[config.mk]
export PLATFORM = sky130hd
export DESIGN_NAME = mcdr_top
export DESIGN_NICKNAME = d
export VERILOG_FILES = /design/src/verilog/mcdr_pkg.sv /design/src/verilog/mcdr_top.sv /design/src/verilog/mcdr_debounce.sv
export SDC_FILE = /design/constraint.sdc
export NUM_CORES = 1
export LEC_CHECK = 0
export BUFFER_PORTS_ARGS = -buffer_cell sky130_fd_sc_hd__clkbuf_2
export CAP_MARGIN = 10
export CORE_MARGIN = 2
export CORE_UTILIZATION = 45
export CTS_BUF_LIST = sky130_fd_sc_hd__clkbuf_16
export CTS_CLUSTER_SIZE = 14
export DETAILED_ROUTE_END_ITERATION = 12
export MAX_ROUTING_LAYER = met4
export PLACE_DENSITY = 0.68
export SYNTH_ARGS = -nofsm -noshare
export SYNTH_HDL_FRONTEND = slang
export SYNTH_HIERARCHICAL = 1
export SYNTH_SLANG_ARGS = --single-unit
[constraint.sdc]
create_clock -name clock_in -period 3.2 [get_ports clock_in]
set_input_delay 0.16 -clock clock_in [delete_from_list [all_inputs] [get_ports clock_in]]
set_output_delay 0.16 -clock clock_in [all_outputs]
set_load 0.01 [all_outputs]
[src/verilog/mcdr_pkg.sv]
package mcdr_pkg;

   // change_detect_control field positions
   localparam int CTL_REFRESH_BIT  = 0;
   localparam int CTL_MODE_BIT     = 1;
   localparam int CTL_COMBINE_BIT  = 2;
   localparam int CTL_IN_CM_BIT    = 3;
   localparam int CTL_OUT_CM_BIT   = 4;
   localparam int CTL_POLICY_LO    = 5;
   localparam int CTL_ENABLE_BIT   = 7;

   // register offsets (byte addresses of the device map)
   localparam logic [7:0] CTL_OFFSET      = 8'h30;
   localparam logic [7:0] OUT_LIMIT_OFFSET = 8'h31;
   localparam logic [7:0] IN_LIMIT_OFFSET  = 8'h32;

   // reset values
   localparam logic [7:0] CTL_RESET       = 8'h00;
   localparam logic [7:0] LIMIT_RESET     = 8'h00;

   // reference policies
   localparam logic [1:0] POLICY_TRACK    = 2'h0;
   localparam logic [1:0] POLICY_HOLD     = 2'h1;
   localparam logic [1:0] POLICY_SLOPE    = 2'h2;
   localparam logic [1:0] POLICY_ABSOLUTE = 2'h3;

   localparam int DATA_W = 12;
   localparam int CNT_W  = 8;

   // decoded control bits
   typedef struct packed {
      logic       enable;
      logic [1:0] policy;
      logic       out_count_mode;
      logic       in_count_mode;
      logic       in_combine;
      logic       magnitude_sel;
      logic       refresh;
   } mcdr_ctl_s;

   // one sample of per-axis data
   typedef struct packed {
      logic [DATA_W-1:0] x;
      logic [DATA_W-1:0] y;
      logic [DATA_W-1:0] z;
   } mcdr_axes_s;

   typedef enum logic [1:0] {
      MCDR_IDLE,
      MCDR_PENDING,
      MCDR_LOAD
   } mcdr_ref_e;

endpackage

[src/verilog/mcdr_top.sv]
`timescale 1ns/10ps
module mcdr_top
   import mcdr_pkg::*;
(
   input  wire logic                   clock_in,
   input  wire logic                   arst_n_in,
   input  wire logic                   wr_en_in,
   input  wire logic [7:0]             wr_addr_in,
   input  wire logic [7:0]             wr_data_in,
   input  wire logic [7:0]             rd_addr_in,
   input  wire logic                   sample_tick_in,
   input  wire logic                   mode_change_in,
   input  wire mcdr_pkg::mcdr_axes_s   accel_in,
   input  wire logic [DATA_W-1:0]      magnitude_in,
   input  wire logic [2:0]             outside_axis_in,
   input  wire logic [2:0]             inside_axis_in,
   input  wire logic [2:0]             outside_axis_en_in,
   input  wire logic [2:0]             inside_axis_en_in,
   output logic [7:0]                  rd_data_out,
   output logic                        outside_flag_out,
   output logic                        inside_flag_out,
   output mcdr_pkg::mcdr_axes_s        baseline_out
);
   import mcdr_pkg::*;

   mcdr_ctl_s        ctl;
   logic [CNT_W-1:0] out_limit;
   logic [CNT_W-1:0] in_limit;
   logic             enable_q;
   logic             first_pending;
   logic             refresh_done;
   logic [2:0]       out_en_eff;
   logic [2:0]       in_en_eff;
   logic             out_cond;
   logic             in_cond;
   logic             out_flag;
   logic             in_flag;
   logic             out_flag_q;
   mcdr_axes_s       next_base;
   mcdr_axes_s       sample;
   mcdr_ref_e        ref_state;
   logic             do_load;

   // control register; refresh bit set by host, cleared by hardware
   always_ff @(posedge clock_in or negedge arst_n_in) begin
      if (!arst_n_in) begin
         ctl <= mcdr_ctl_s'(CTL_RESET);
      end else if (wr_en_in && wr_addr_in == CTL_OFFSET) begin
         ctl <= mcdr_ctl_s'(wr_data_in);
         // a fresh write of one wins over the completing clear
         if (!wr_data_in[CTL_REFRESH_BIT] && !refresh_done) begin
            ctl.refresh <= ctl.refresh & ~refresh_done;
         end
      end else if (refresh_done) begin
         ctl.refresh <= 1'b0;
      end
   end

   // debounce limits
   always_ff @(posedge clock_in or negedge arst_n_in) begin
      if (!arst_n_in) begin
         out_limit <= LIMIT_RESET;
         in_limit  <= LIMIT_RESET;
      end else if (wr_en_in && wr_addr_in == OUT_LIMIT_OFFSET) begin
         out_limit <= wr_data_in;
      end else if (wr_en_in && wr_addr_in == IN_LIMIT_OFFSET) begin
         in_limit <= wr_data_in;
      end
   end

   // readback from a register; unmapped offsets read zero
   always_ff @(posedge clock_in or negedge arst_n_in) begin
      if (!arst_n_in) begin
         rd_data_out <= 8'h00;
      end else begin
         case (rd_addr_in)
            CTL_OFFSET:       rd_data_out <= ctl;
            OUT_LIMIT_OFFSET: rd_data_out <= out_limit;
            IN_LIMIT_OFFSET:  rd_data_out <= in_limit;
            default:          rd_data_out <= 8'h00;
         endcase
      end
   end

   // magnitude mode uses x channel only; others dropped
   always_comb begin
      if (ctl.magnitude_sel) begin
         out_en_eff = {outside_axis_en_in[2], 2'b00};
         in_en_eff  = {inside_axis_en_in[2], 2'b00};
      end else begin
         out_en_eff = outside_axis_en_in;
         in_en_eff  = inside_axis_en_in;
      end
   end

   // outside: any enabled axis out; inside: AND or OR
   always_comb begin
      out_cond = |(outside_axis_in & out_en_eff);
      if (ctl.in_combine) begin
         in_cond = |(inside_axis_in & in_en_eff);
      end else begin
         in_cond = (in_en_eff != 3'b000)
                   && &(inside_axis_in | ~in_en_eff);
      end
   end

   // comparator input sample; magnitude feeds x lane
   always_comb begin
      sample = accel_in;
      if (ctl.magnitude_sel) begin
         sample.x = magnitude_in;
      end
   end

   mcdr_debounce #(
      .CNT_W (CNT_W)
   ) u_outside (
      .clock_in      (clock_in),
      .arst_n_in     (arst_n_in),
      .tick_in       (sample_tick_in & ctl.enable),
      .restart_in    (mode_change_in | ~ctl.enable),
      .cond_in       (out_cond),
      .clear_mode_in (ctl.out_count_mode),
      .limit_in      (out_limit),
      .flag_out      (out_flag)
   );

   mcdr_debounce #(
      .CNT_W (CNT_W)
   ) u_inside (
      .clock_in      (clock_in),
      .arst_n_in     (arst_n_in),
      .tick_in       (sample_tick_in & ctl.enable),
      .restart_in    (mode_change_in | ~ctl.enable),
      .cond_in       (in_cond),
      .clear_mode_in (ctl.in_count_mode),
      .limit_in      (in_limit),
      .flag_out      (in_flag)
   );

   // flags registered so outputs come from flops
   always_ff @(posedge clock_in or negedge arst_n_in) begin
      if (!arst_n_in) begin
         outside_flag_out <= 1'b0;
         inside_flag_out  <= 1'b0;
         out_flag_q       <= 1'b0;
      end else begin
         outside_flag_out <= out_flag;
         inside_flag_out  <= in_flag;
         out_flag_q       <= out_flag;
      end
   end

   // enable edge arms the first-sample capture
   always_ff @(posedge clock_in or negedge arst_n_in) begin
      if (!arst_n_in) begin
         enable_q      <= 1'b0;
         first_pending <= 1'b0;
      end else begin
         enable_q <= ctl.enable;
         if (ctl.enable && !enable_q) begin
            first_pending <= 1'b1;
         end else if (sample_tick_in || !ctl.enable) begin
            first_pending <= 1'b0;
         end
      end
   end

   // refresh waits for next sample; reload then done
   always_ff @(posedge clock_in or negedge arst_n_in) begin
      if (!arst_n_in) begin
         ref_state <= MCDR_IDLE;
      end else begin
         case (ref_state)
            MCDR_IDLE:    if (ctl.refresh) ref_state <= MCDR_PENDING;
            MCDR_PENDING: if (sample_tick_in) ref_state <= MCDR_LOAD;
            MCDR_LOAD:    ref_state <= MCDR_IDLE;
            default:      ref_state <= MCDR_IDLE;
         endcase
      end
   end
   assign refresh_done = (ref_state == MCDR_LOAD);
   assign do_load      = refresh_done;

   // baseline update by policy
   always_comb begin
      next_base = baseline_out;
      if (ctl.policy == POLICY_ABSOLUTE) begin
         next_base = '0;
      end else if (do_load) begin
         next_base = sample;
      end else if (ctl.enable && ctl.policy == POLICY_TRACK
                   && out_flag && !out_flag_q) begin
         // the flag rises the cycle after its tick, so no tick gate here
         next_base = sample;
      end else if (sample_tick_in && ctl.enable) begin
         if (first_pending) begin
            next_base = sample;
         end else if (ctl.policy == POLICY_SLOPE) begin
            next_base = sample;
         end
      end
   end

   always_ff @(posedge clock_in or negedge arst_n_in) begin
      if (!arst_n_in) begin
         baseline_out <= '0;
      end else begin
         baseline_out <= next_base;
      end
   end

   chk_absolute_zero: assert property (@(posedge clock_in)
      disable iff (!arst_n_in)
      ctl.policy == POLICY_ABSOLUTE |=> baseline_out == '0)
      else $error("absolute policy baseline not zero");
   chk_refresh_load: assert property (@(posedge clock_in)
      disable iff (!arst_n_in)
      ref_state == MCDR_PENDING && sample_tick_in
      && ctl.policy != POLICY_ABSOLUTE |=> ##1 baseline_out == $past(sample))
      else $error("refresh did not load baseline");
   chk_hold_steady: assert property (@(posedge clock_in)
      disable iff (!arst_n_in)
      ctl.policy == POLICY_HOLD && !first_pending && !do_load
      && $past(ctl.policy) == POLICY_HOLD |=> $stable(baseline_out))
      else $error("hold policy baseline moved");
   chk_refresh_clears: assert property (@(posedge clock_in)
      disable iff (!arst_n_in)
      refresh_done && !wr_en_in |=> !ctl.refresh)
      else $error("refresh bit not self cleared");
   chk_mode_restart: assert property (@(posedge clock_in)
      disable iff (!arst_n_in)
      mode_change_in |=> !out_flag && !in_flag ##1 !outside_flag_out)
      else $error("mode change did not reset debounce");
   chk_refresh_prompt: assert property (@(posedge clock_in)
      disable iff (!arst_n_in)
      ref_state == MCDR_PENDING && sample_tick_in |=> refresh_done)
      else $error("refresh not done within one sample period");

   // window combine and disable checks; y and z must not matter in magnitude mode
   chk_magnitude_x_only: assert property (@(posedge clock_in)
      disable iff (!arst_n_in)
      ctl.magnitude_sel && !ctl.in_combine && inside_axis_in[2]
      && inside_axis_en_in[2] |-> in_cond)
      else $error("magnitude mode did not ignore y and z");
   chk_and_combine: assert property (@(posedge clock_in)
      disable iff (!arst_n_in)
      !ctl.in_combine && !ctl.magnitude_sel
      && (inside_axis_in & inside_axis_en_in) != inside_axis_en_in
      |-> !in_cond)
      else $error("and combine passed a missing axis");
   chk_or_combine: assert property (@(posedge clock_in)
      disable iff (!arst_n_in)
      ctl.in_combine && !ctl.magnitude_sel
      && (inside_axis_in & inside_axis_en_in) != 3'b000 |-> in_cond)
      else $error("or combine missed an axis");
   chk_disabled_quiet: assert property (@(posedge clock_in)
      disable iff (!arst_n_in)
      !ctl.enable |=> !out_flag && !in_flag)
      else $error("debounce flag set while detector disabled");

   cov_refresh: cover property (@(posedge clock_in)
      disable iff (!arst_n_in) refresh_done);
   cov_magnitude: cover property (@(posedge clock_in)
      disable iff (!arst_n_in) ctl.magnitude_sel && in_cond);
   cov_track_reload: cover property (@(posedge clock_in)
      disable iff (!arst_n_in)
      ctl.policy == POLICY_TRACK && out_flag && !out_flag_q);
endmodule

[src/verilog/mcdr_debounce.sv]
`timescale 1ns/10ps
// one debounce counter with decrementing or clearing mode
module mcdr_debounce #(
   parameter int CNT_W = 8
) (
   input  wire logic             clock_in,
   input  wire logic             arst_n_in,
   input  wire logic             tick_in,
   input  wire logic             restart_in,
   input  wire logic             cond_in,
   input  wire logic             clear_mode_in,
   input  wire logic [CNT_W-1:0] limit_in,
   output logic                  flag_out
);
   logic [CNT_W-1:0] count;
   logic             flag;

   // counter per sample period; restart on mode change
   always_ff @(posedge clock_in or negedge arst_n_in) begin
      if (!arst_n_in) begin
         count <= '0;
      end else if (restart_in) begin
         count <= '0;
      end else if (tick_in) begin
         if (cond_in) begin
            if (count < limit_in) begin
               count <= count + 1'b1;
            end
         end else if (clear_mode_in) begin
            count <= '0;
         end else if (count != '0) begin
            count <= count - 1'b1;
         end
      end
   end

   // flag set at limit; in decrementing mode held until count drains
   always_ff @(posedge clock_in or negedge arst_n_in) begin
      if (!arst_n_in) begin
         flag <= 1'b0;
      end else if (restart_in) begin
         flag <= 1'b0;
      end else if (tick_in) begin
         if (cond_in && (count + 1'b1 >= {1'b0, limit_in})) begin
            flag <= 1'b1;
         end else if (!cond_in && (clear_mode_in || count == '0)) begin
            flag <= 1'b0;
         end
      end
   end

   assign flag_out = flag;

   chk_clear_mode_zero: assert property (@(posedge clock_in)
      disable iff (!arst_n_in)
      (tick_in && !restart_in && clear_mode_in && !cond_in) |=> count == '0)
      else $error("clearing mode did not zero counter");
   chk_dec_step: assert property (@(posedge clock_in)
      disable iff (!arst_n_in)
      (tick_in && !restart_in && !clear_mode_in && !cond_in
       && count != '0) |=> count == $past(count) - 1'b1)
      else $error("decrement step wrong");
   chk_limit_cap: assert property (@(posedge clock_in)
      disable iff (!arst_n_in)
      !restart_in && $past(count) <= $past(limit_in)
      && limit_in == $past(limit_in) |-> count <= limit_in)
      else $error("counter passed limit");
   cov_flag_set: cover property (@(posedge clock_in)
      disable iff (!arst_n_in) $rose(flag));
   cov_flag_drop: cover property (@(posedge clock_in)
      disable iff (!arst_n_in) $fell(flag));
endmodule

Yosys cells after proc, flatten, opt, wreduce, memory -nomap -nowiden:

Index checks and enable logic that the tools add are counted.

* flip-flop bits (word level): 92
* output and inout bits: 46
* input bits: 89

* muxes and demuxes: 39
* $add $sub $neg: 6
* equal/unequal tests: 14
* magnitude comparators: 4
* bitwise operators: 10
* reductions and logical operators: 50

Operators by type and width (number)
* $mux W36: 6
* $mux W8: 12
* $eq A8 B6 Y1 const B: 6
* $pmux W8 S3: 1
* $add A8 B1 Y9 const B: 2
* $ge A9 B8 Y1: 2
* $add A8 B1 Y8 const B: 2
* $logic_not A8 Y1: 2
* $lt A8 B8 Y1: 2
* $reduce_bool A8 Y1: 2
* $sub A8 B1 Y8 const B: 2
* $logic_and A1 B1 Y1: 14
* $mux W1: 14
* $mux W12: 1
* $reduce_bool A4 Y1: 3
* $reduce_and A2 Y1: 5
* $reduce_and A3 Y1: 3
* $reduce_bool A3 Y1: 3
* $mux W2: 4
* $logic_not A1 Y1: 7
* $and A3 B3 Y3: 2
* $eq A2 B2 Y1 const B: 3
* $ne A3 B2 Y1 const B: 2
* $reduce_bool A2 Y1: 3
* other kinds (12): 20

Longest topological paths before layout:

* depth after elaboration: 12
* depth in mapped cells: 10
* mapped depth without buffers: 9

Cells and area by module:

The synthesis kept the hierarchy.

Modules (own cells, without submodules)
* mcdr_top: sequential area each 1851.8 um^2, area each 3412.0 um^2, cells each 291, instances 1
* mcdr_debounce at u_inside: sequential area each 225.2 um^2, area each 1261.2 um^2, cells each 160, instances 1
* mcdr_debounce at u_outside: sequential area each 225.2 um^2, area each 1251.2 um^2, cells each 154, instances 1

Worst setup path after synthesis:

OpenSTA, ideal clock, no wires.

* kind: register -> register
* start: reg ctl[1] (netlist bit)
* end: reg u_outside.count[6]
* data required time: 3.072 ns
* clock period less this slack: 2.452 ns
* data arrival time: 2.324 ns
* path slack: 0.748 ns
* stages on the path, launching flop included: 11
* cell sequence: dfrtp_1 > buf_2 > buf_2 > o21ai_0 > nor3_2 > and3_1 > o21ba_1 > o211a_2 > buf_6 > mux2i_1 > nand3_1

* cells in the longest elaborated chain, start to end: 6
* elaborated cells between the ends (all ways): 9
* classes of those cells: eq/ne (1); mux (4); bitwise (1); reduce/logical (3)

RTL lines
* start, declared: line mcdr_top.sv:26 `mcdr_ctl_s ctl;`
* start signal, assigned: line mcdr_top.sv:47 `ctl <= mcdr_ctl_s'(CTL_RESET);`
* start signal, assigned: line mcdr_top.sv:49 `ctl <= mcdr_ctl_s'(wr_data_in);`
* $mux W2 (*): line mcdr_top.sv:87 `if (ctl.magnitude_sel) begin`
* $and A3 B3 Y3 (*): line mcdr_top.sv:98 `out_cond = |(outside_axis_in & out_en_eff);`
* $reduce_or A3 Y1 (*): line mcdr_top.sv:98
* net out_cond: line mcdr_top.sv:34 `logic out_cond;`
* $mux W8: line mcdr_debounce.sv:25 `if (cond_in) begin`
* $mux W8: line mcdr_debounce.sv:24 `end else if (tick_in) begin`
* $mux W8: line mcdr_debounce.sv:22 `end else if (restart_in) begin`
* end signal, assigned: line mcdr_debounce.sv:27 `count <= count + 1'b1;`
* end signal, assigned: line mcdr_debounce.sv:32 `count <= count - 1'b1;`
* end, declared: line mcdr_debounce.sv:15 `logic [CNT_W-1:0] count;`

The timed path passes the listed nets; every way through them passes the cells marked *. The select of a mux whose other input is x is not followed.
A chain may end at the register's enable or synchronous reset.

Final worst setup path:

* start: reg ctl[1] (netlist bit)
* end: reg u_inside.count[4]

* cells in the longest elaborated chain, start to end: 9
* elaborated cells between the ends (all ways): 15
* classes of those cells: eq/ne (1); mux (5); bitwise (3); reduce/logical (6)

RTL lines
* $mux W2 (*): line mcdr_top.sv:87
* $not A3 Y3: line mcdr_top.sv:103 `&& &(inside_axis_in | ~in_en_eff);`
* $or A3 B3 Y3: line mcdr_top.sv:103
* $reduce_and A3 Y1: line mcdr_top.sv:103
* $logic_and A1 B1 Y1: line mcdr_top.sv:103
* $mux W1 (*): line mcdr_top.sv:99 `if (ctl.in_combine) begin`
* net in_cond: line mcdr_top.sv:35 `logic in_cond;`
* $mux W8: line mcdr_debounce.sv:25
* $mux W8: line mcdr_debounce.sv:24
* $mux W8: line mcdr_debounce.sv:22
* end signal, assigned: line mcdr_debounce.sv:27
* end signal, assigned: line mcdr_debounce.sv:32
* end, declared: line mcdr_debounce.sv:15

Marks and branches as above.

==> reports/qor.yml <==
min_path:
  min-delay-start: "accel_in[7]"
  hp-class: "input pin to register"
sta:
  worstMarginPinSlew_ns: 0.841
  tns_ns: 0
  slew_violations: 0
  setup_viol: 0
  max_freq_mhz: 386
  rsz0062_at_grt: "false"
  hold_violations: 0
  finClkSkew_ns: 0.00783
  min_period_ns: 2.59
  period_share_pct: 81.0
  hold-worst-slack_ns: 0.0203
  maxSlewHeadroom_pct: 43.8
worst_setup_path:
  endpoint: "u_inside/count[4]"
  critPathMaxFanout: 9
  arrival_ns: 2.81
  r2r-start: "ctl[1]"
  cp-start-kind: "register"
  r2r_setup_slack_ns: 0.61
  end_kind: "register"
  r2r_end: "u_inside/count[4]"
  crit_start: "ctl[1]"
  r2r_cells: 8
  required_ns: 3.42
  crit_type: "register to register"
floorplan:
  ios: 135
  rows: 41
  die_y_um: 119
  dieArea_sq_um: 14100
  start_util_pct: 46.6
  core_region_area_sq_um: 12700
  fp.dieW_um: 119
pwr:
  switching_share_pct: 34.9
  internal_power_w: 0.00257
  ir_worst_vdd_uv: 309
  pwr-share-seq_pct: 41.8
  leakagePower_nw: 3.71
  p_comb_share_pct: 31.5
  p_switching_w: 0.00138
  p_clk_share_pct: 26.8
  powerDensity_nw_per_um2: 563
clock_network:
  cts_buffers: 9
  cts.htree.levels: 3
  cts.sinks: 92
  cts_max_path_buffers: 2
  clkLatencyLatePin_ns: 0.35
  clockRootBuffer: "clkbuf_16"
  cts_tree: "done"
  clk_pin_slew_ns: 0.07
layout:
  antennaDiodeCount: 0
  fill_cells: 1202
  multiInputGateArea_sq_um: 3250
  layout.nets: 861
  drive_gt1_share_pct: 29.4
  area_growth_pct: 18.3
  finalCoreUtilization_pct: 55.1
  area.sequential_sq_um: 2300
  mostFrequentLayoutCell: "clkbuf_2"
  mostFrequentLayoutCells: "clkbuf_2 (133), dfrtp_1 (92), nor2_1 (60)"
yosys:
  synth_fp_nets: 732
  yosys_warnings: 6
  syn_inst: 605
  syn_area_sq_um: 5920
  ys.flop_type: "dfrtp_1"
  async_flop_share_pct: 100
  yosysUniqueCellTypes: 70
  ys_seq_area_share_pct: 38.9
  synth-edff-count: 0
  ys_ff_latch: 92
  synth_area_leaders: "dfrtp_1 (39%), ha_1 (8.0%), mux2i_1 (7.9%), mux2_2 (5.3%), nor2_1 (3.8%)"
  netlist.area_leader.share_pct: 38.9
  yosys.area.top_type: "dfrtp_1"
  synth.avg_cell_area_sq_um: 9.79
grt:
  overflow: 0
  grt_max_degree: 43
  grt_pass1_vias: 4937
  grt_pass1_wl_um: 25200
  track_usage_pct: 23.1
  grt_antenna_before_repair: 0
run_status:
  status: "finished, final reports clean"
place:
  place_congestion: 0.925
  portBuffers: 134
  dp_hpwl_um: 11900
routing:
  drc: 0
  drt_wl_total_um: 15200
  initialDrtViolationCount: 208
  vias: 4885
  wl_per_cell_um: 16.7
  drt_pass1_iterations: 6
  via_per_inst: 5.36
  ant_nets: 0
run:
  maxCapViolations: 0
==> power by group through the flow <==
| stage | Sequential (W) | Combinational [W] | Clock (W) |
|---|---|---|---|
| after floorplan | 0.00171 | 0.000711 | 0 |
| after global placement | 0.00165 | 0.00123 | 0 |
| after detailed placement | 0.00167 | 0.00126 | 0 |
| after CTS | 0.00165 | 0.00127 | 0.00109 |
| after global routing | 0.00169 | 0.00138 | 0.00114 |
| final | 0.00165 | 0.00124 | 0.00106 |
==> worst max-delay path: stages, from the launching register on <==
cell and delay (ns):
dfrtp_1 0.54, o31a_1 0.36, a21oi_1 0.39, nor3_2 0.15
a41o_1 0.31, o21ba_4 0.25, o31ai_4 0.11, a221oi_1 0.24
a21oi_1 0.10
==> layer usage <==
layer  track usage (%)  wire, um
met1              28.7      6570
met5                 -         0
met3              2.99       612
met4              8.85       329
met2              38.4      7680
==> worst min-delay path by stage <==
stage                       endpoint  cells past startpoint
floorplan            baseline_out[0]                      0
global placement      rd_data_out[3]                      1
detailed placement    rd_data_out[2]                      1
CTS                  baseline_out[7]                      3
global route        baseline_out[11]                      3
finish               baseline_out[7]                      3
==> cell usage after synthesis (3+ instances only) <==
master / number
dfrtp_1: 92
nor2_1: 60
nand2_1: 56
inv_1: 50
mux2i_1: 47
ha_1: 38
a21oi_1: 34
mux2_2: 28
o21ai_0: 26
nand3_1: 12
nand2b_1: 9
buf_2: 8
mux2_4: 8
nor3_1: 8
buf_6: 7
clkbuf_1: 7
xnor2_1: 7
a22oi_1: 6
nor2b_1: 6
o31ai_1: 6
xor2_1: 6
a31oi_1: 5
buf_4: 5
nor3_2: 5
a211oi_1: 4
a221oi_1: 3
nand4_1: 3
o21a_1: 3
o22ai_1: 3
==> sequential cells by signal, summed over array words and instances (netlist names) <==
name	flops
baseline_out	36
ctl	8
enable_q	1
first_pending	1
in_limit	8
inside_flag_out	1
out_flag_q	1
out_limit	8
rd_data_out	8
ref_state	2
u_inside/count	8
u_inside/flag_out	1
u_outside/count	8
u_outside/flag_out	1
==> timing repair <==
| item | in CTS | in global routing |
|---|---|---|
| hold buffers | 2 | 0 |
| endpoints found under the hold margin | 41 | 0 |
| buffers inserted | 0 | 0 |
| gates resized for setup | 0 | 0 |
==> area by class of cell <==
| cell class | instances | share of cell area [%] |
|---|---|---|
| clock buffers | 9 | 3.21 |
| clock inverters | 7 | 0.928 |
| inverters | 50 | 2.68 |
| multi-input cells | 436 | 46.4 |
| flip-flops and latches | 92 | 32.9 |
| well taps | 172 | 3.07 |
| repair buffers | 145 | 10.9 |
==> cell families after synthesis <==
group                      synth area share (%)
and+or+nand+nor                            16.3
AOI/OAI and AO/OA                          13.3
DFF                                        38.9
muxes                                      15.3
buffers and inverters                      6.25
adders and majority gates                  8.03
xor gates and xnor gates                   1.92
==> through the flow <==
stage / power [W] / setup WS [ns] / instance area (sq um) / std cells
floorplan: 0.00242 / 0.748 / 5920 / 605
global placement: 0.00288 / 0.630 / 6700 / 893
detailed placement: 0.00293 / 0.581 / 6700 / 893
CTS: 0.00400 / 0.574 / 7010 / 911
global route: 0.00421 / 0.377 / 7010 / 911
finish: 0.00394 / 0.607 / 7010 / 911
Power figures use the tool's default switching activity.
